$ cat config.mk
export PLATFORM = sky130hd
export DESIGN_NAME = pmmc_regs
export DESIGN_NICKNAME = d
export VERILOG_FILES = /design/src/design/pmmc_pkg.sv /design/src/design/pmmc_field.sv /design/src/design/pmmc_decode.sv /design/src/design/pmmc_regs.sv
export SDC_FILE = /design/constraint.sdc
export NUM_CORES = 1
export LEC_CHECK = 0
export BUFFER_PORTS_ARGS = -buffer_cell sky130_fd_sc_hd__buf_4
export CAP_MARGIN = 20
export CELL_PAD_IN_SITES_DETAIL_PLACEMENT = 1
export CELL_PAD_IN_SITES_GLOBAL_PLACEMENT = 1
export CORE_MARGIN = 2
export CORE_UTILIZATION = 40
export CTS_BUF_LIST = sky130_fd_sc_hd__clkbuf_2
export CTS_CLUSTER_DIAMETER = 80
export DETAILED_ROUTE_END_ITERATION = 6
export PLACE_DENSITY = 0.8
export SLEW_MARGIN = 10
export SYNTH_ARGS = -nofsm -noshare
export SYNTH_HDL_FRONTEND = slang
export SYNTH_SLANG_ARGS = --single-unit
$ cat constraint.sdc
create_clock -name clk -period 1.28 [get_ports clk]
set_clock_uncertainty 0.2 [all_clocks]
set_input_delay 0.128 -clock clk [delete_from_list [all_inputs] [get_ports clk]]
set_output_delay 0.128 -clock clk [all_outputs]
set_load 0.005 [all_outputs]
$ cat src/design/pmmc_pkg.sv
// Constants and types for the media mode and line tuning control registers
package pmmc_pkg;
  // Register offsets in management space
  localparam logic [4:0] PMMC_ADDR_MODE = 5'h17;
  localparam logic [4:0] PMMC_ADDR_TUNE = 5'h18;
  localparam int PMMC_AW = 5;
  localparam int PMMC_DW = 16;

  // Field positions, media_mode_control
  localparam int PMMC_RSV_HI = 15;
  localparam int PMMC_RSV_LO = 14;
  localparam int PMMC_MAC_BIT = 12;
  localparam int PMMC_PREF_BIT = 11;
  localparam int PMMC_MODE_HI = 10;
  localparam int PMMC_MODE_LO = 8;
  localparam int PMMC_OVR_HI = 7;
  localparam int PMMC_OVR_LO = 6;
  localparam int PMMC_FELB_BIT = 3;
  localparam int PMMC_PEND_HI = 13;

  // Field positions, line_tuning_control
  localparam int PMMC_EDGE_HI = 15;
  localparam int PMMC_EDGE_LO = 13;
  localparam int PMMC_RPWR_BIT = 12;
  localparam int PMMC_JUMBO_HI = 5;
  localparam int PMMC_JUMBO_LO = 4;
  localparam int PMMC_CLB_BIT = 0;

  // Values after reset
  localparam logic [1:0] PMMC_RSV_RST = 2'h0;
  localparam logic [0:0] PMMC_MAC_RST = 1'h0;
  localparam logic [0:0] PMMC_PREF_RST = 1'h0;
  localparam logic [2:0] PMMC_MODE_RST = 3'h0;
  localparam logic [1:0] PMMC_OVR_RST = 2'h0;
  localparam logic [0:0] PMMC_FELB_RST = 1'h0;
  localparam logic [2:0] PMMC_EDGE_RST = 3'h0;
  localparam logic [0:0] PMMC_RPWR_RST = 1'h0;
  localparam logic [1:0] PMMC_JUMBO_RST = 2'h0;
  localparam logic [0:0] PMMC_CLB_RST = 1'h0;

  // Retention class of a field across software reset
  localparam logic [1:0] PMMC_KIND_PLAIN = 2'h0;
  localparam logic [1:0] PMMC_KIND_STICKY = 2'h1;
  localparam logic [1:0] PMMC_KIND_SUPER = 2'h2;

  // Media operating mode codes
  typedef enum logic [2:0] {
    PMMC_M_COPPER = 3'h0,
    PMMC_M_PXFER = 3'h1,
    PMMC_M_BX = 3'h2,
    PMMC_M_FX = 3'h3,
    PMMC_M_RSVD = 3'h4,
    PMMC_M_AUTO_PXFER = 3'h5,
    PMMC_M_AUTO_BX = 3'h6,
    PMMC_M_AUTO_FX = 3'h7
  } pmmc_mode_t;

  // Override codes
  localparam logic [1:0] PMMC_OVR_NORMAL = 2'h0;
  localparam logic [1:0] PMMC_OVR_SERDES = 2'h1;
  localparam logic [1:0] PMMC_OVR_COPPER = 2'h2;

  // Fiber protocol on the fiber pins
  localparam logic [1:0] PMMC_FIB_NONE = 2'h0;
  localparam logic [1:0] PMMC_FIB_PXFER = 2'h1;
  localparam logic [1:0] PMMC_FIB_BX = 2'h2;
  localparam logic [1:0] PMMC_FIB_FX = 2'h3;

  // Jumbo codes and length limits in bytes
  localparam logic [1:0] PMMC_J_STD = 2'h0;
  localparam logic [1:0] PMMC_J_9K = 2'h1;
  localparam logic [1:0] PMMC_J_12K = 2'h2;
  localparam logic [14:0] PMMC_LEN_1K5 = 15'h0600;
  localparam logic [14:0] PMMC_LEN_9K = 15'h2400;
  localparam logic [14:0] PMMC_LEN_12K = 15'h3000;
  localparam logic [14:0] PMMC_LEN_16K = 15'h4000;
endpackage

$ cat src/design/pmmc_field.sv
// One control field with its software-reset retention class
`timescale 1ns/1ps
module pmmc_field #(
  parameter int W = 1,
  parameter logic [W-1:0] RST = '0,
  parameter logic [1:0] KIND = 2'h0
) (
  input wire logic clk,
  input wire logic nrst,
  input wire logic wr_en,
  input wire logic [W-1:0] wr_val,
  input wire logic sw_rst,
  input wire logic keep_sticky,
  output logic [W-1:0] q
);
  import pmmc_pkg::*;
  logic [W-1:0] q_ff;
  logic [W-1:0] nxt_q;

  // Write wins over a software reset in the same cycle
  always_comb
  begin
    nxt_q = q_ff;
    if (wr_en)
    begin
      nxt_q = wr_val;
    end
    else if (sw_rst)
    begin
      if (KIND == PMMC_KIND_PLAIN)
      begin
        nxt_q = RST;
      end
      else if (KIND == PMMC_KIND_STICKY && !keep_sticky)
      begin
        nxt_q = RST;
      end
      // Super-sticky holds regardless
    end
  end

  // Register only
  always_ff @(posedge clk or negedge nrst)
  begin
    if (!nrst)
    begin
      q_ff <= RST;
    end
    else
    begin
      q_ff <= nxt_q;
    end
  end

  assign q = q_ff;
endmodule // pmmc_field

$ cat src/design/pmmc_decode.sv
// Decodes active mode and override into media enables
`timescale 1ns/1ps
module pmmc_decode (
  input wire pmmc_pkg::pmmc_mode_t mode,
  input wire logic [1:0] ovr,
  output logic copper_en,
  output logic fiber_en,
  output logic auto_en,
  output logic [1:0] fiber_kind
);
  import pmmc_pkg::*;

  // Single-medium and automatic codes, then override
  always_comb
  begin
    copper_en = 1'b0;
    fiber_en = 1'b0;
    auto_en = 1'b0;
    fiber_kind = PMMC_FIB_NONE;
    case (mode)
      PMMC_M_COPPER: copper_en = 1'b1;
      PMMC_M_PXFER:
      begin
        fiber_en = 1'b1;
        fiber_kind = PMMC_FIB_PXFER;
      end
      PMMC_M_BX:
      begin
        fiber_en = 1'b1;
        fiber_kind = PMMC_FIB_BX;
      end
      PMMC_M_FX:
      begin
        fiber_en = 1'b1;
        fiber_kind = PMMC_FIB_FX;
      end
      PMMC_M_AUTO_PXFER, PMMC_M_AUTO_BX, PMMC_M_AUTO_FX:
      begin
        auto_en = 1'b1;
        copper_en = 1'b1;
        fiber_en = 1'b1;
        fiber_kind = (mode == PMMC_M_AUTO_PXFER) ? PMMC_FIB_PXFER :
                     (mode == PMMC_M_AUTO_BX) ? PMMC_FIB_BX : PMMC_FIB_FX;
      end
      default:
      begin
        // Reserved code: no medium enabled
        copper_en = 1'b0;
      end
    endcase
    // Override narrows automatic selection only
    if (auto_en && ovr == PMMC_OVR_SERDES)
    begin
      copper_en = 1'b0;
    end
    else if (auto_en && ovr == PMMC_OVR_COPPER)
    begin
      fiber_en = 1'b0;
    end
  end
endmodule // pmmc_decode

$ cat src/design/pmmc_regs.sv
// Media mode and line tuning control register bank
`timescale 1ns/1ps
module pmmc_regs (
  input wire logic clk,
  input wire logic nrst,
  input wire logic [pmmc_pkg::PMMC_AW-1:0] reg_addr,
  input wire logic reg_wr,
  input wire logic [pmmc_pkg::PMMC_DW-1:0] reg_wdata,
  input wire logic reg_rd,
  input wire logic sw_reset,
  input wire logic sticky_reset_en,
  input wire logic mac_sel_valid,
  input wire logic ref_ppm_60,
  input wire logic ref_ppm_70,
  output logic [pmmc_pkg::PMMC_DW-1:0] rd_data_ff,
  output logic rd_valid_ff,
  output logic mac_1000bx_ff,
  output logic prefer_copper_ff,
  output logic copper_en_ff,
  output logic fiber_en_ff,
  output logic automatic_media_select_ff,
  output logic [1:0] fiber_kind_ff,
  output logic far_end_loop_ff,
  output logic conn_loop_ff,
  output logic [2:0] edge_rate_ff,
  output logic reduced_power_ff,
  output logic [14:0] jumbo_max_len_ff
);
  import pmmc_pkg::*;

  logic wr_mode;
  logic wr_tune;
  logic [1:0] rsv_q;
  logic [1:0] ovr_q;
  logic felb_q;
  logic [2:0] edge_q;
  logic rpwr_q;
  logic [1:0] jumbo_q;
  logic clb_q;
  logic [5:0] pend_ff;
  logic [5:0] nxt_pend;
  logic [5:0] act_ff;
  logic [5:0] nxt_act;
  logic [15:0] nxt_rd_data;
  logic nxt_rd_valid;
  logic dec_cu;
  logic dec_fi;
  logic dec_auto;
  logic [1:0] dec_kind;
  logic nxt_mac;
  logic [14:0] nxt_jlen;

  // Address decode of write strobes
  assign wr_mode = reg_wr && (reg_addr == PMMC_ADDR_MODE);
  assign wr_tune = reg_wr && (reg_addr == PMMC_ADDR_TUNE);

  // Reserved read/write bits 15:14, cleared on software reset
  pmmc_field #(.W(2), .RST(PMMC_RSV_RST), .KIND(PMMC_KIND_PLAIN)) u_rsv (
    .clk(clk),
    .nrst(nrst),
    .wr_en(wr_mode),
    .wr_val(reg_wdata[PMMC_RSV_HI:PMMC_RSV_LO]),
    .sw_rst(sw_reset),
    .keep_sticky(sticky_reset_en),
    .q(rsv_q)
  );

  // Override field, not sticky
  pmmc_field #(.W(2), .RST(PMMC_OVR_RST), .KIND(PMMC_KIND_PLAIN)) u_ovr (
    .clk(clk),
    .nrst(nrst),
    .wr_en(wr_mode),
    .wr_val(reg_wdata[PMMC_OVR_HI:PMMC_OVR_LO]),
    .sw_rst(sw_reset),
    .keep_sticky(sticky_reset_en),
    .q(ovr_q)
  );

  // Far-end loopback enable
  pmmc_field #(.W(1), .RST(PMMC_FELB_RST), .KIND(PMMC_KIND_PLAIN)) u_felb (
    .clk(clk),
    .nrst(nrst),
    .wr_en(wr_mode),
    .wr_val(reg_wdata[PMMC_FELB_BIT]),
    .sw_rst(sw_reset),
    .keep_sticky(sticky_reset_en),
    .q(felb_q)
  );

  // Edge rate step, sticky
  pmmc_field #(.W(3), .RST(PMMC_EDGE_RST), .KIND(PMMC_KIND_STICKY)) u_edge (
    .clk(clk),
    .nrst(nrst),
    .wr_en(wr_tune),
    .wr_val(reg_wdata[PMMC_EDGE_HI:PMMC_EDGE_LO]),
    .sw_rst(sw_reset),
    .keep_sticky(sticky_reset_en),
    .q(edge_q)
  );

  // Reduced power, sticky
  pmmc_field #(.W(1), .RST(PMMC_RPWR_RST), .KIND(PMMC_KIND_STICKY)) u_rpwr (
    .clk(clk),
    .nrst(nrst),
    .wr_en(wr_tune),
    .wr_val(reg_wdata[PMMC_RPWR_BIT]),
    .sw_rst(sw_reset),
    .keep_sticky(sticky_reset_en),
    .q(rpwr_q)
  );

  // Jumbo length code, sticky
  pmmc_field #(.W(2), .RST(PMMC_JUMBO_RST), .KIND(PMMC_KIND_STICKY)) u_jumbo (
    .clk(clk),
    .nrst(nrst),
    .wr_en(wr_tune),
    .wr_val(reg_wdata[PMMC_JUMBO_HI:PMMC_JUMBO_LO]),
    .sw_rst(sw_reset),
    .keep_sticky(sticky_reset_en),
    .q(jumbo_q)
  );

  // Connector loopback enable
  pmmc_field #(.W(1), .RST(PMMC_CLB_RST), .KIND(PMMC_KIND_PLAIN)) u_clb (
    .clk(clk),
    .nrst(nrst),
    .wr_en(wr_tune),
    .wr_val(reg_wdata[PMMC_CLB_BIT]),
    .sw_rst(sw_reset),
    .keep_sticky(sticky_reset_en),
    .q(clb_q)
  );

  // Pending mode bits 13:8 only move to active on software reset.
  // Super-sticky: neither copy is cleared by software reset.
  always_comb
  begin
    nxt_pend = pend_ff;
    nxt_act = act_ff;
    if (wr_mode)
    begin
      nxt_pend = reg_wdata[PMMC_PEND_HI:PMMC_MODE_LO];
    end
    if (sw_reset)
    begin
      nxt_act = pend_ff;
    end
  end

  // Register only
  always_ff @(posedge clk or negedge nrst)
  begin
    if (!nrst)
    begin
      pend_ff <= {1'b0, PMMC_MAC_RST, PMMC_PREF_RST, PMMC_MODE_RST};
      act_ff <= {1'b0, PMMC_MAC_RST, PMMC_PREF_RST, PMMC_MODE_RST};
    end
    else
    begin
      pend_ff <= nxt_pend;
      act_ff <= nxt_act;
    end
  end

  // Media enables from the active mode
  pmmc_decode u_dec (
    .mode(pmmc_mode_t'(act_ff[2:0])),
    .ovr(ovr_q),
    .copper_en(dec_cu),
    .fiber_en(dec_fi),
    .auto_en(dec_auto),
    .fiber_kind(dec_kind)
  );

  // Interface select counts only while mac_sel_valid is high
  assign nxt_mac = act_ff[PMMC_MAC_BIT-PMMC_MODE_LO] && mac_sel_valid;

  // Jumbo limit; 100 ppm figures unless reference is tighter
  always_comb
  begin
    case (jumbo_q)
      PMMC_J_9K: nxt_jlen = ref_ppm_60 ? PMMC_LEN_12K : PMMC_LEN_9K;
      PMMC_J_12K: nxt_jlen = ref_ppm_70 ? PMMC_LEN_16K : PMMC_LEN_12K;
      default: nxt_jlen = PMMC_LEN_1K5; // Reserved code falls back to standard
    endcase
  end

  // Read mux; mode bits show the active copy, unmapped reads zero
  always_comb
  begin
    nxt_rd_data = 16'h0000;
    nxt_rd_valid = reg_rd;
    if (reg_rd && reg_addr == PMMC_ADDR_MODE)
    begin
      nxt_rd_data[PMMC_RSV_HI:PMMC_RSV_LO] = rsv_q;
      nxt_rd_data[PMMC_PEND_HI:PMMC_MODE_LO] = act_ff;
      nxt_rd_data[PMMC_OVR_HI:PMMC_OVR_LO] = ovr_q;
      nxt_rd_data[PMMC_FELB_BIT] = felb_q;
    end
    else if (reg_rd && reg_addr == PMMC_ADDR_TUNE)
    begin
      nxt_rd_data[PMMC_EDGE_HI:PMMC_EDGE_LO] = edge_q;
      nxt_rd_data[PMMC_RPWR_BIT] = rpwr_q;
      nxt_rd_data[PMMC_JUMBO_HI:PMMC_JUMBO_LO] = jumbo_q;
      nxt_rd_data[PMMC_CLB_BIT] = clb_q;
    end
  end

  // Output flops; everything leaves the block registered
  always_ff @(posedge clk or negedge nrst)
  begin
    if (!nrst)
    begin
      rd_data_ff <= 16'h0000;
      rd_valid_ff <= 1'b0;
      mac_1000bx_ff <= 1'b0;
      prefer_copper_ff <= 1'b0;
      copper_en_ff <= 1'b1;
      fiber_en_ff <= 1'b0;
      automatic_media_select_ff <= 1'b0;
      fiber_kind_ff <= PMMC_FIB_NONE;
      far_end_loop_ff <= 1'b0;
      conn_loop_ff <= 1'b0;
      edge_rate_ff <= PMMC_EDGE_RST;
      reduced_power_ff <= 1'b0;
      jumbo_max_len_ff <= PMMC_LEN_1K5;
    end
    else
    begin
      rd_data_ff <= nxt_rd_data;
      rd_valid_ff <= nxt_rd_valid;
      mac_1000bx_ff <= nxt_mac;
      prefer_copper_ff <= act_ff[PMMC_PREF_BIT-PMMC_MODE_LO];
      copper_en_ff <= dec_cu;
      fiber_en_ff <= dec_fi;
      automatic_media_select_ff <= dec_auto;
      fiber_kind_ff <= dec_kind;
      far_end_loop_ff <= felb_q;
      conn_loop_ff <= clb_q;
      edge_rate_ff <= edge_q;
      reduced_power_ff <= rpwr_q;
      jumbo_max_len_ff <= nxt_jlen;
    end
  end
endmodule // pmmc_regs

Word level (Yosys, flattened, before mapping)
Cells that the tools add are included.
{"block": "totals", "ff_bits": 67}
{"block": "op_classes", "n_eq_ne": 13, "muxes": 35, "n_reduce_logical": 14}
{"operator": "one-hot mux 15 bit (2 select lines)", "n": 1}
{"operator": "2-to-1 mux 2 bit", "n": 9}
{"operator": "2-to-1 mux 1 bit", "n": 16}
{"operator": "2-to-1 mux 15 bit", "n": 1}
{"operator": "2-to-1 mux 13 bit", "n": 1}
{"operator": "equality test 5 bit (second input constant)", "n": 2}
{"operator": "equality test 3 bit (second input constant)", "n": 3}
{"operator": "2-to-1 mux 3 bit", "n": 3}
{"operator": "2-to-1 mux 4 bit", "n": 2}
{"operator": "one-hot mux 2 bit (4 select lines)", "n": 1}
{"operator": "logical AND 1 bit", "n": 7}
{"operator": "equality test 3 x 2 -> 1 bit (second input constant)", "n": 2}
{"operator": "2-to-1 mux 6 bit", "n": 1}
{"operator": "OR reduction 6 bit", "n": 1}
{"operator": "equality test 2 x 1 -> 1 bit (second input constant)", "n": 2}
{"operator": "equality test 2 bit (second input constant)", "n": 2}
{"operator": "nonzero test 2 bit", "n": 2}
{"operator": "OR reduction 4 bit", "n": 1}
{"operator": "equality test 3 x 1 -> 1 bit (second input constant)", "n": 1}
{"operator": "zero test 3 bit", "n": 1}
{"operator": "OR reduction 3 bit", "n": 1}
{"operator": "!= test 2 x 1 -> 1 bit (second input constant)", "n": 1}
{"operator": "AND reduction 2 bit", "n": 1}

Depth between registers and ports, before layout
Gate-level depths: netlist (run 1).
{"block": "logic_depth", "depth_word": 6, "ltp_mapped": 4}

Hierarchy
Synthesis (run 1) repeated with hierarchy kept, for this count alone.
{"block": "unflattened", "hier_cells": 163, "hier_area_um2": 2167.1}
{"module": "pmmc_regs", "n_inst": 1, "cells_per_inst": 106, "area_per_inst_um2": 1592.8}
{"module": "pmmc_field (u_ovr ...)", "n_inst": 2, "cells_per_inst": 8, "area_per_inst_um2": 83.8}
{"module": "pmmc_field (u_edge)", "n_inst": 1, "cells_per_inst": 13, "area_per_inst_um2": 126.4}
{"module": "pmmc_field (u_jumbo)", "n_inst": 1, "cells_per_inst": 9, "area_per_inst_um2": 111.4}
{"module": "pmmc_field (u_clb ...)", "n_inst": 2, "cells_per_inst": 3, "area_per_inst_um2": 37.5}
{"module": "pmmc_field (u_rpwr)", "n_inst": 1, "cells_per_inst": 5, "area_per_inst_um2": 50.0}
{"module": "pmmc_decode", "n_inst": 1, "cells_per_inst": 8, "area_per_inst_um2": 43.8}

Worst setup path before layout (run 1)
No wires, ideal clock.
{"block": "synth_path", "path_kind": "input port to flip-flop", "from": "input port reg_addr[1] in the netlist's numbering", "to": "register u_clb.q_ff (netlist: u_clb.q)", "arrival_ns": 1.203, "setup_slack_ns": -0.248, "cell_stages": 3, "path_buffers": 0, "path_cell_list": "or4b_4 > nor2_8 > mux2_4"}
{"block": "synth_via", "elab_chain_len": 3, "elab_cells_between_ends": 4, "classes_between": "eq/ne: 1; mux: 1; reduce/logical: 2"}
{"element": "from (decl)", "line": "pmmc_regs.sv:6", "source": "input wire logic [pmmc_pkg::PMMC_AW-1:0] reg_addr,"}
{"element": "equality test 5 bit (*)", "line": "pmmc_regs.sv:55", "source": "assign wr_tune = reg_wr && (reg_addr == PMMC_ADDR_TUNE);"}
{"element": "logical AND 1 bit (*)", "line": "pmmc_regs.sv:55"}
{"element": "2-to-1 mux 1 bit or nonzero test 2 bit (tied branches)"}
{"element": "to (signal assigned)", "line": "pmmc_field.sv:51", "source": "q_ff <= nxt_q;"}
{"element": "to (decl)", "line": "pmmc_field.sv:17", "source": "logic [W-1:0] q_ff;"}
Mark *: on every way between the ends. The rest lies on a longest branch, timed or not.
A chain may end at the register's enable or synchronous reset.

Worst setup path after layout (run 1)
{"block": "layout_path", "from": "register jumbo_max_len_ff[9]", "to": "output port jumbo_max_len_ff[9]"}
{"element": "from (decl)", "line": "pmmc_regs.sv:27", "source": "output logic [14:0] jumbo_max_len_ff"}
{"element": "from (signal assigned)", "line": "pmmc_regs.sv:242", "source": "jumbo_max_len_ff <= nxt_jlen;"}
No word-level cell between the ends.

==> tab_implementation.tex, run 1 <==
\begin{tabular}{lr}
\hline
Metric & Value \\
\hline
\multicolumn{2}{l}{\textbf{Status}} \\
\quad Outcome & finished, violations left \\
\quad Violations in the final reports & hold timing, setup timing \\
\multicolumn{2}{l}{\textbf{CTS}} \\
\quad Clock net sink count & 57 \\
\quad Cts-stage hold buffer count & 23 \\
\quad Depth of the CTS H-tree & 3 \\
\quad Buffer type at the clock tree root & clkbuf\_2 \\
\quad Max Root-Sink Buffers & 2 \\
\quad Number of clock buffers inserted by TritonCTS & 9 \\
\quad Clock edge transition at the registers on the reported setup and hold paths & 0.18 ns \\
\quad TritonCTS clock tree & done \\
\quad Worst-skew pair later-pin latency & 0.49 ns \\
\multicolumn{2}{l}{\textbf{Final layout}} \\
\quad Number of nets in the final layout & 289 \\
\quad Fraction of layout cells with a size suffix above 1 & 43.1\% \\
\quad Antenna diode instance count & 0 \\
\quad Relative area change from synthesis to final layout & 50.7\% \\
\quad Post-layout utilization of the core & 62.9\% \\
\multicolumn{2}{l}{\textbf{Timing}} \\
\quad Worst hold-check slack & -0.208 ns \\
\quad Slew Limit Fails & 0 \\
\quad Max Clock Freq & 0.682 GHz \\
\quad Setup-violating endpoint count in the final report & 33 \\
\quad Final worst-path cycle share & 115\% \\
\quad Post-layout worst setup margin & -0.186 ns \\
\quad Number of hold violations in the final report & 25 \\
\quad Final critical delay including setup and external delays & 1.47 ns \\
\quad Setup repair after global routing missed its margin & yes \\
\multicolumn{2}{l}{\textbf{Drt}} \\
\quad Overall routed net length & 6790 µm \\
\quad Remaining number of nets flagged by the antenna check after routing & 0 \\
\quad Drc violations & 0 \\
\quad Detailed-route wire length per cell & 20.5 µm \\
\quad Via count of the routed design & 1612 \\
\quad Detailed Routing Iterations Pass 1 & 4 \\
\quad Routed via count divided by cell count & 4.86 \\
\quad Initial drt markers & 129 \\
\multicolumn{2}{l}{\textbf{Floorplanning}} \\
\quad Number of cell rows & 26 \\
\quad Io pins & 75 \\
\quad Core Area & 5170 µm² \\
\quad Area of the die & 6000 µm² \\
\quad Height of the chip & 77.5 µm \\
\quad Initial cell density of the core & 41.7\% \\
\quad Width of the die & 77.5 µm \\
\multicolumn{2}{l}{\textbf{Global routing}} \\
\quad Wire length of the first global-routing pass & 10600 µm \\
\quad Maximum number of pins on one net before global-route repair & 28 \\
\quad Total congestion overflow after global routing & 0 \\
\quad GR Util All Layers & 24.4\% \\
\quad Vias in the first global route & 1797 \\
\quad Number of antenna violations at the first check in global routing & 0 \\
\multicolumn{2}{l}{\textbf{Critical path}} \\
\quad Data required time at the worst endpoint & 0.95 ns \\
\quad Signal arrival time at the worst endpoint & 1.14 ns \\
\quad Capturing element type of the critical path & output pin \\
\quad Slowest Stage Delay on Critical Path & 0.57 ns \\
\quad Path type of the worst setup path & reg2out \\
\quad Largest delay contributor family on the critical path & flip-flops \\
\quad Ordered list of cells on the worst path & buf\_6 \\
\quad Critical Path Source Type & flip-flop \\
\quad CP bufs+invs & 1 \\
\quad Critical Path Slowest Stage Cell & dfstp\_2 \\
\quad Largest driver fanout on the critical path & 1 \\
\multicolumn{2}{l}{\textbf{Logic synthesis}} \\
\quad Mean Syn Cell Area & 13.7 µm² \\
\quad Fraction of synthesized area in multiplexers & 12.2\% \\
\quad Post-Synth Simple-Gate Area & 10.0\% \\
\quad Dominant combinational cell family by area after synthesis & multiplexers \\
\quad Synthesized area & 2160 µm² \\
\quad FFs w/ async S/R, synth & 100\% \\
\quad Number of flops mapped to enable cells by yosys & 0 \\
\quad Syn Inst Count & 157 \\
\quad Complex-gate fraction of the synthesized area & 3.48\% \\
\quad Synth Register Bits & 57 \\
\quad Sequential-to-total area share from yosys stat & 66.3\% \\
\quad Post-synthesis share of cell area spent on full adders, half adders and majority gates & 1.16\% \\
\quad Commonest register cell after synthesis & dfrtp\_1 \\
\quad Post-synth cell types & 27 \\
\quad YS warnings & 0 \\
\quad Parity-gate share of the synthesized area counting xor and xnor cells & 0\% \\
\multicolumn{2}{l}{\textbf{Placed design}} \\
\quad Post-DP HPWL & 3380 µm \\
\quad Number of I/O port buffers & 60 \\
\quad GP Congestion & 0.789 \\
\multicolumn{2}{l}{\textbf{Job}} \\
\quad Number of max-capacitance violations reported & 0 \\
\multicolumn{2}{l}{\textbf{Power and ir drop}} \\
\quad Leak Pwr & 1.63 nW \\
\quad IR Drop Worst-Case VDD & 556 µV \\
\quad Power Dens Cells & 1220 nW/µm² \\
\multicolumn{2}{l}{\textbf{Min path}} \\
\quad Worst Hold Class & in2reg \\
\hline
\end{tabular}
[metal layers]
metal	routed length, µm	GRT usage (%)	vias up	part of all wire (%)
met5	0	0	-	0
met4	153	8.75	0	2.3
met3	277	6.05	13	4.1
met2	3620	42.9	80	53
met1	2740	29.1	825	40
li1	-	-	694	-
[where the power goes]
part | switching (mW) | total (mW) | internal (mW)
clock | 0.695 | 1.32 | 0.627
sequential | 0.119 | 2.08 | 1.97
combinational | 0.213 | 0.559 | 0.346
total | 1.03 | 3.97 | 2.94
[layout by cell type, fill, tap and decap left out, types with 4 or more instances in the layout]
master / synthesis / layout
nor2b_1: 4 / 4
nand2_1: 9 / 8
nor2_1: 5 / 5
dlygate4sd3_1: 0 / 23
and2_1: 9 / 9
mux2_2: 15 / 10
a22o_1: 4 / 4
buf_6: 0 / 33
inv_1: 10 / 9
mux2_4: 1 / 6
dfrtp_1: 54 / 54
conb_1: 1 / 12
clkbuf_2: 0 / 9
buf_4: 12 / 37
mux2i_1: 8 / 8
[cell usage after synthesis, types with 2 or more instances]
cell | instances | area [µm²]
dfrtp_1 | 54 | 1350
nor2b_1 | 4 | 25.0
a22o_1 | 4 | 35.0
mux2_2 | 15 | 169
clkbuf_1 | 2 | 7.51
and2_1 | 9 | 56.3
inv_1 | 10 | 37.5
nor2_1 | 5 | 18.8
a21oi_1 | 2 | 10.0
nor3_1 | 3 | 15.0
mux2i_1 | 8 | 80.1
nand2b_1 | 4 | 25.0
dfstp_2 | 3 | 78.8
ha_1 | 2 | 25.0
buf_4 | 12 | 90.1
nand2_1 | 9 | 33.8
[logic make-up after synthesis]
kind of cell / after synthesis
other: 1
multiplexers: 24
adder cells (fa/ha/maj): 2
buffers and inverters: 26
flip-flops: 57
AO/OA/AOI/OAI: 10
AND/OR/NAND/NOR: 37
[repair_timing]
action,in CTS,in global routing
buffers inserted,0,1
hold endpoints to repair,90,25
pin swaps,0,1
gates resized for setup,33,8
endpoints found under the setup margin,33,37
[registers in the layout (all words and copies together), names as in the netlist, 2 cells and up]
register          cells
rd_data_ff           14
u_ovr.q               2
jumbo_max_len_ff      5
u_edge.q              3
act_ff                6
u_rsv.q               2
u_jumbo.q             2
fiber_kind_ff         2
edge_rate_ff          3
pend_ff               6
[per-stage QoR]
stage / cell area (µm²) / worst slack (ns) / power (mW) / TNS (ns) / cells
6_report: 3250 / -0.186 / 3.97 / -2.37 / 332
5_1_grt: 3250 / -0.262 / 4.15 / -4.85 / 332
4_1_cts: 3220 / -0.205 / 3.91 / -2.86 / 331
3_5_place_dp: 2740 / -0.336 / 2.51 / -5.64 / 292
3_3_place_gp: 2740 / -0.293 / 2.49 / -4.88 / 292
2_1_floorplan: 2220 / -0.222 / 2.28 / -1.11 / 168
[area by class of cell]
class,instances,area (µm²)
clock buffer,9,45.0
clock inverter,7,85.1
fill,499,1920
inverter,10,37.5
multi-input combinational,85,667
sequential,57,1430
tap,70,87.6
timing repair buffer,94,900
[final timing paths]
path | slack [ns] | depth (start not counted) | to | startpoint
min in group asynchronous | -0.12 | 2 | far_end_loop_ff$_DFF_PN0_ | nrst
worst max register to register | 0.01 | 4 | jumbo_max_len_ff[10]$_DFF_PN1_ | u_jumbo.q[1]$_DFFE_PN0P_
worst max-delay path | -0.19 | 1 | jumbo_max_len_ff[9] | jumbo_max_len_ff[9]$_DFF_PN1_
worst min-delay path | -0.21 | 3 | rd_data_ff[5]$_DFF_PN0_ | reg_addr[0]
max in group asynchronous | 0.48 | 3 | act_ff[5]$_DFFE_PN0P_ | nrst
worst min register to register | 0.24 | 0 | prefer_copper_ff$_DFF_PN0_ | act_ff[3]$_DFFE_PN0P_
(Power assumes the default switching activity.)
==> inputs of run 2 (changes only) <==
CAP_MARGIN = default   (was 20)
CORE_UTILIZATION = 30   (was 40)
PLACE_DENSITY = 0.63   (was 0.8)
TNS_END_PERCENT = 50   (was default)
==> run 2 against run 1 <==
Effect of this change: the run still ends with hold timing, setup timing left; clock power shrank 4%; cell count grew 9.0%; routed wire length shrank 27%; register-to-register slack gained 0.05 ns; critical path type unchanged; critical endpoint is now copper_en_ff.
==> tab_implementation.tex, run 2 (same netlist as run 1, synthesis figures left out) <==
\begin{tabular}{lr}
\hline
Metric & Value \\
\hline
\multicolumn{2}{l}{\textbf{Status}} \\
\quad Outcome & finished, violations left \\
\quad Violations in the final reports & hold timing, setup timing \\
\multicolumn{2}{l}{\textbf{Global routing}} \\
\quad Maximum number of pins on one net before global-route repair & 28 \\
\quad Number of antenna violations at the first check in global routing & 0 \\
\quad GR Util All Layers & 14.0\% \\
\quad Total congestion overflow after global routing & 0 \\
\quad Vias in the first global route & 1630 \\
\quad Wire length of the first global-routing pass & 8050 µm \\
\multicolumn{2}{l}{\textbf{Floorplanning}} \\
\quad Core Area & 6870 µm² \\
\quad Io pins & 75 \\
\quad Height of the chip & 88.8 µm \\
\quad Area of the die & 7890 µm² \\
\quad Width of the die & 88.8 µm \\
\quad Initial cell density of the core & 31.4\% \\
\quad Number of cell rows & 30 \\
\multicolumn{2}{l}{\textbf{Final layout}} \\
\quad Highest-count cells in the layout ignoring fill and taps & dfrtp\_1, buf\_4, buf\_6, dlygate4sd3\_1, conb\_1 \\
\quad Post-layout utilization of the core & 48.3\% \\
\quad Register with the most flip-flops & rd\_data\_ff \\
\quad Fraction of layout cells with a size suffix above 1 & 43.2\% \\
\quad Leading cell type in the layout, fill and taps excluded & dfrtp\_1 \\
\quad Relative area change from synthesis to final layout & 53.8\% \\
\quad Antenna diode instance count & 0 \\
\quad Fillers & 721 \\
\quad Number of nets in the final layout & 293 \\
\quad Largest register FFs & 14 \\
\quad Largest registers & rd\_data\_ff x14, act\_ff x6, pend\_ff x6 \\
\multicolumn{2}{l}{\textbf{Timing}} \\
\quad Rel. slew slack & 66.6\% \\
\quad Number of hold violations in the final report & 3 \\
\quad Setup repair after global routing missed its margin & yes \\
\quad Final critical delay including setup and external delays & 1.42 ns \\
\quad Slew at the pin closest to its max-slew limit & 0.499 ns \\
\quad Slew Limit Fails & 0 \\
\quad Worst hold-check slack & -0.104 ns \\
\quad Final worst-path cycle share & 111\% \\
\quad Setup-violating endpoint count in the final report & 29 \\
\quad Max Clock Freq & 0.704 GHz \\
\quad Post-layout worst setup margin & -0.140 ns \\
\multicolumn{2}{l}{\textbf{CTS}} \\
\quad Number of clock buffers inserted by TritonCTS & 9 \\
\quad Max Root-Sink Buffers & 2 \\
\quad Worst-skew pair later-pin latency & 0.45 ns \\
\quad Clock edge transition at the registers on the reported setup and hold paths & 0.16 ns \\
\quad Depth of the CTS H-tree & 3 \\
\quad Post-CTS setup buffer count & 0 \\
\quad Buffer type at the clock tree root & clkbuf\_2 \\
\quad TritonCTS clock tree & done \\
\quad Clock net sink count & 57 \\
\multicolumn{2}{l}{\textbf{Min path}} \\
\quad Worst Hold Class & in2reg \\
\multicolumn{2}{l}{\textbf{Critical path}} \\
\quad Capturing element type of the critical path & output pin \\
\quad CP bufs+invs & 1 \\
\quad Largest delay contributor family on the critical path & flip-flops \\
\quad Critical Path Slowest Stage Cell & dfstp\_2 \\
\quad Signal arrival time at the worst endpoint & 1.09 ns \\
\quad Critical Path Source Type & flip-flop \\
\quad Ordered list of cells on the worst path & buf\_6 \\
\quad Data required time at the worst endpoint & 0.95 ns \\
\quad Path type of the worst setup path & reg2out \\
\quad Largest driver fanout on the critical path & 1 \\
\quad Slowest Stage Delay on Critical Path & 0.56 ns \\
\multicolumn{2}{l}{\textbf{Power and ir drop}} \\
\quad Power Dens Cells & 1170 nW/µm² \\
\quad Internal portion of total power & 2.94 mW \\
\quad Gate power share & 13.7\% \\
\quad Switching power & 0.925 mW \\
\quad Fraction of power consumed by sequential logic & 53.4\% \\
\quad IR Drop Worst-Case VDD & 455 µV \\
\quad Switch share & 23.9\% \\
\quad Leak Pwr & 1.65 nW \\
\quad Proportion of power drawn by the clock network & 32.9\% \\
\multicolumn{2}{l}{\textbf{Placed design}} \\
\quad Post-DP HPWL & 3520 µm \\
\quad Number of I/O port buffers & 60 \\
\quad GP Congestion & 0.730 \\
\multicolumn{2}{l}{\textbf{Drt}} \\
\quad Initial drt markers & 33 \\
\quad Routed via count divided by cell count & 4.13 \\
\quad Remaining number of nets flagged by the antenna check after routing & 0 \\
\quad Via count of the routed design & 1495 \\
\quad Overall routed net length & 4960 µm \\
\quad Detailed Routing Iterations Pass 1 & 2 \\
\quad Drc violations & 0 \\
\quad Detailed-route wire length per cell & 13.7 µm \\
\multicolumn{2}{l}{\textbf{Job}} \\
\quad Number of max-capacitance violations reported & 0 \\
\hline
\end{tabular}
[run 2: cell count changes in the layout (fill, tap and decap cells not counted), sizes merged]
| cell | before | now |
|---|---|---|
| dlymetal6s4s | 0 | 1 |
| buf | 71 | 73 |
| dlygate4sd3 | 23 | 24 |
[run 2: path summary, 6_finish.rpt]
check | slack [ns] | depth (start not counted) | end | from
worst max-delay path | -0.14 | 1 | copper_en_ff | copper_en_ff$_DFF_PN1_
worst min-delay path | -0.10 | 4 | rd_data_ff[5]$_DFF_PN0_ | reg_addr[2]
worst max register to register | 0.06 | 4 | jumbo_max_len_ff[12]$_DFF_PN0_ | u_jumbo.q[0]$_DFFE_PN0P_
worst min register to register | 0.21 | 0 | prefer_copper_ff$_DFF_PN0_ | act_ff[3]$_DFFE_PN0P_
max in group asynchronous | 0.02 | 3 | jumbo_max_len_ff[14]$_DFF_PN0_ | nrst
min in group asynchronous | 0.32 | 3 | jumbo_max_len_ff[10]$_DFF_PN1_ | nrst
[run 2: per-stage QoR]
stage	instances	TNS [ns]	area (µm²)	total power [mW]	setup slack (ns)
after global placement	321	-5.30	2790	2.51	-0.279
after global routing	362	-3.62	3320	4.09	-0.212
final	362	-0.713	3320	3.87	-0.140
after floorplan	168	-1.11	2220	2.28	-0.222
after detailed placement	321	-5.63	2790	2.53	-0.294
after CTS	362	-2.39	3300	3.94	-0.190
[run 2: layout make-up]
cell class | count | area, µm² | share of cell area, %
Inverter | 10 | 37.5 | 1.13
Multi-Input combinational cell | 85 | 664 | 20.0
Clock buffer | 9 | 45.0 | 1.36
Clock inverter | 7 | 85.1 | 2.56
Tap cell | 96 | 120 | 3.62
Sequential cell | 57 | 1430 | 43.1
Timing Repair Buffer | 98 | 937 | 28.2
[run 2: power by group through the flow]
stage | Combinational [mW] | Clock [mW] | Sequential [mW]
3_3_place_gp | 0.424 | 0 | 2.09
6_report | 0.531 | 1.27 | 2.07
4_1_cts | 0.538 | 1.33 | 2.07
5_1_grt | 0.584 | 1.41 | 2.09
3_5_place_dp | 0.436 | 0 | 2.09
2_1_floorplan | 0.205 | 0 | 2.07
[run 2: repair_timing]
action / in CTS / in global routing
hold buffers: 25 / 1
pin swaps: 0 / 0
cloned: 0 / 0
hold endpoints to repair: 90 / 14
endpoints found under the setup margin: 33 / 79
gates resized for setup: 33 / 9
[run 2: layer usage]
metal	global-route usage, %	vias up	routed length [µm]
met4	6.61	0	74
met2	23.3	51	2500
li1	-	705	-
met1	16.9	731	2120
met5	0	-	0
met3	3.64	8	269
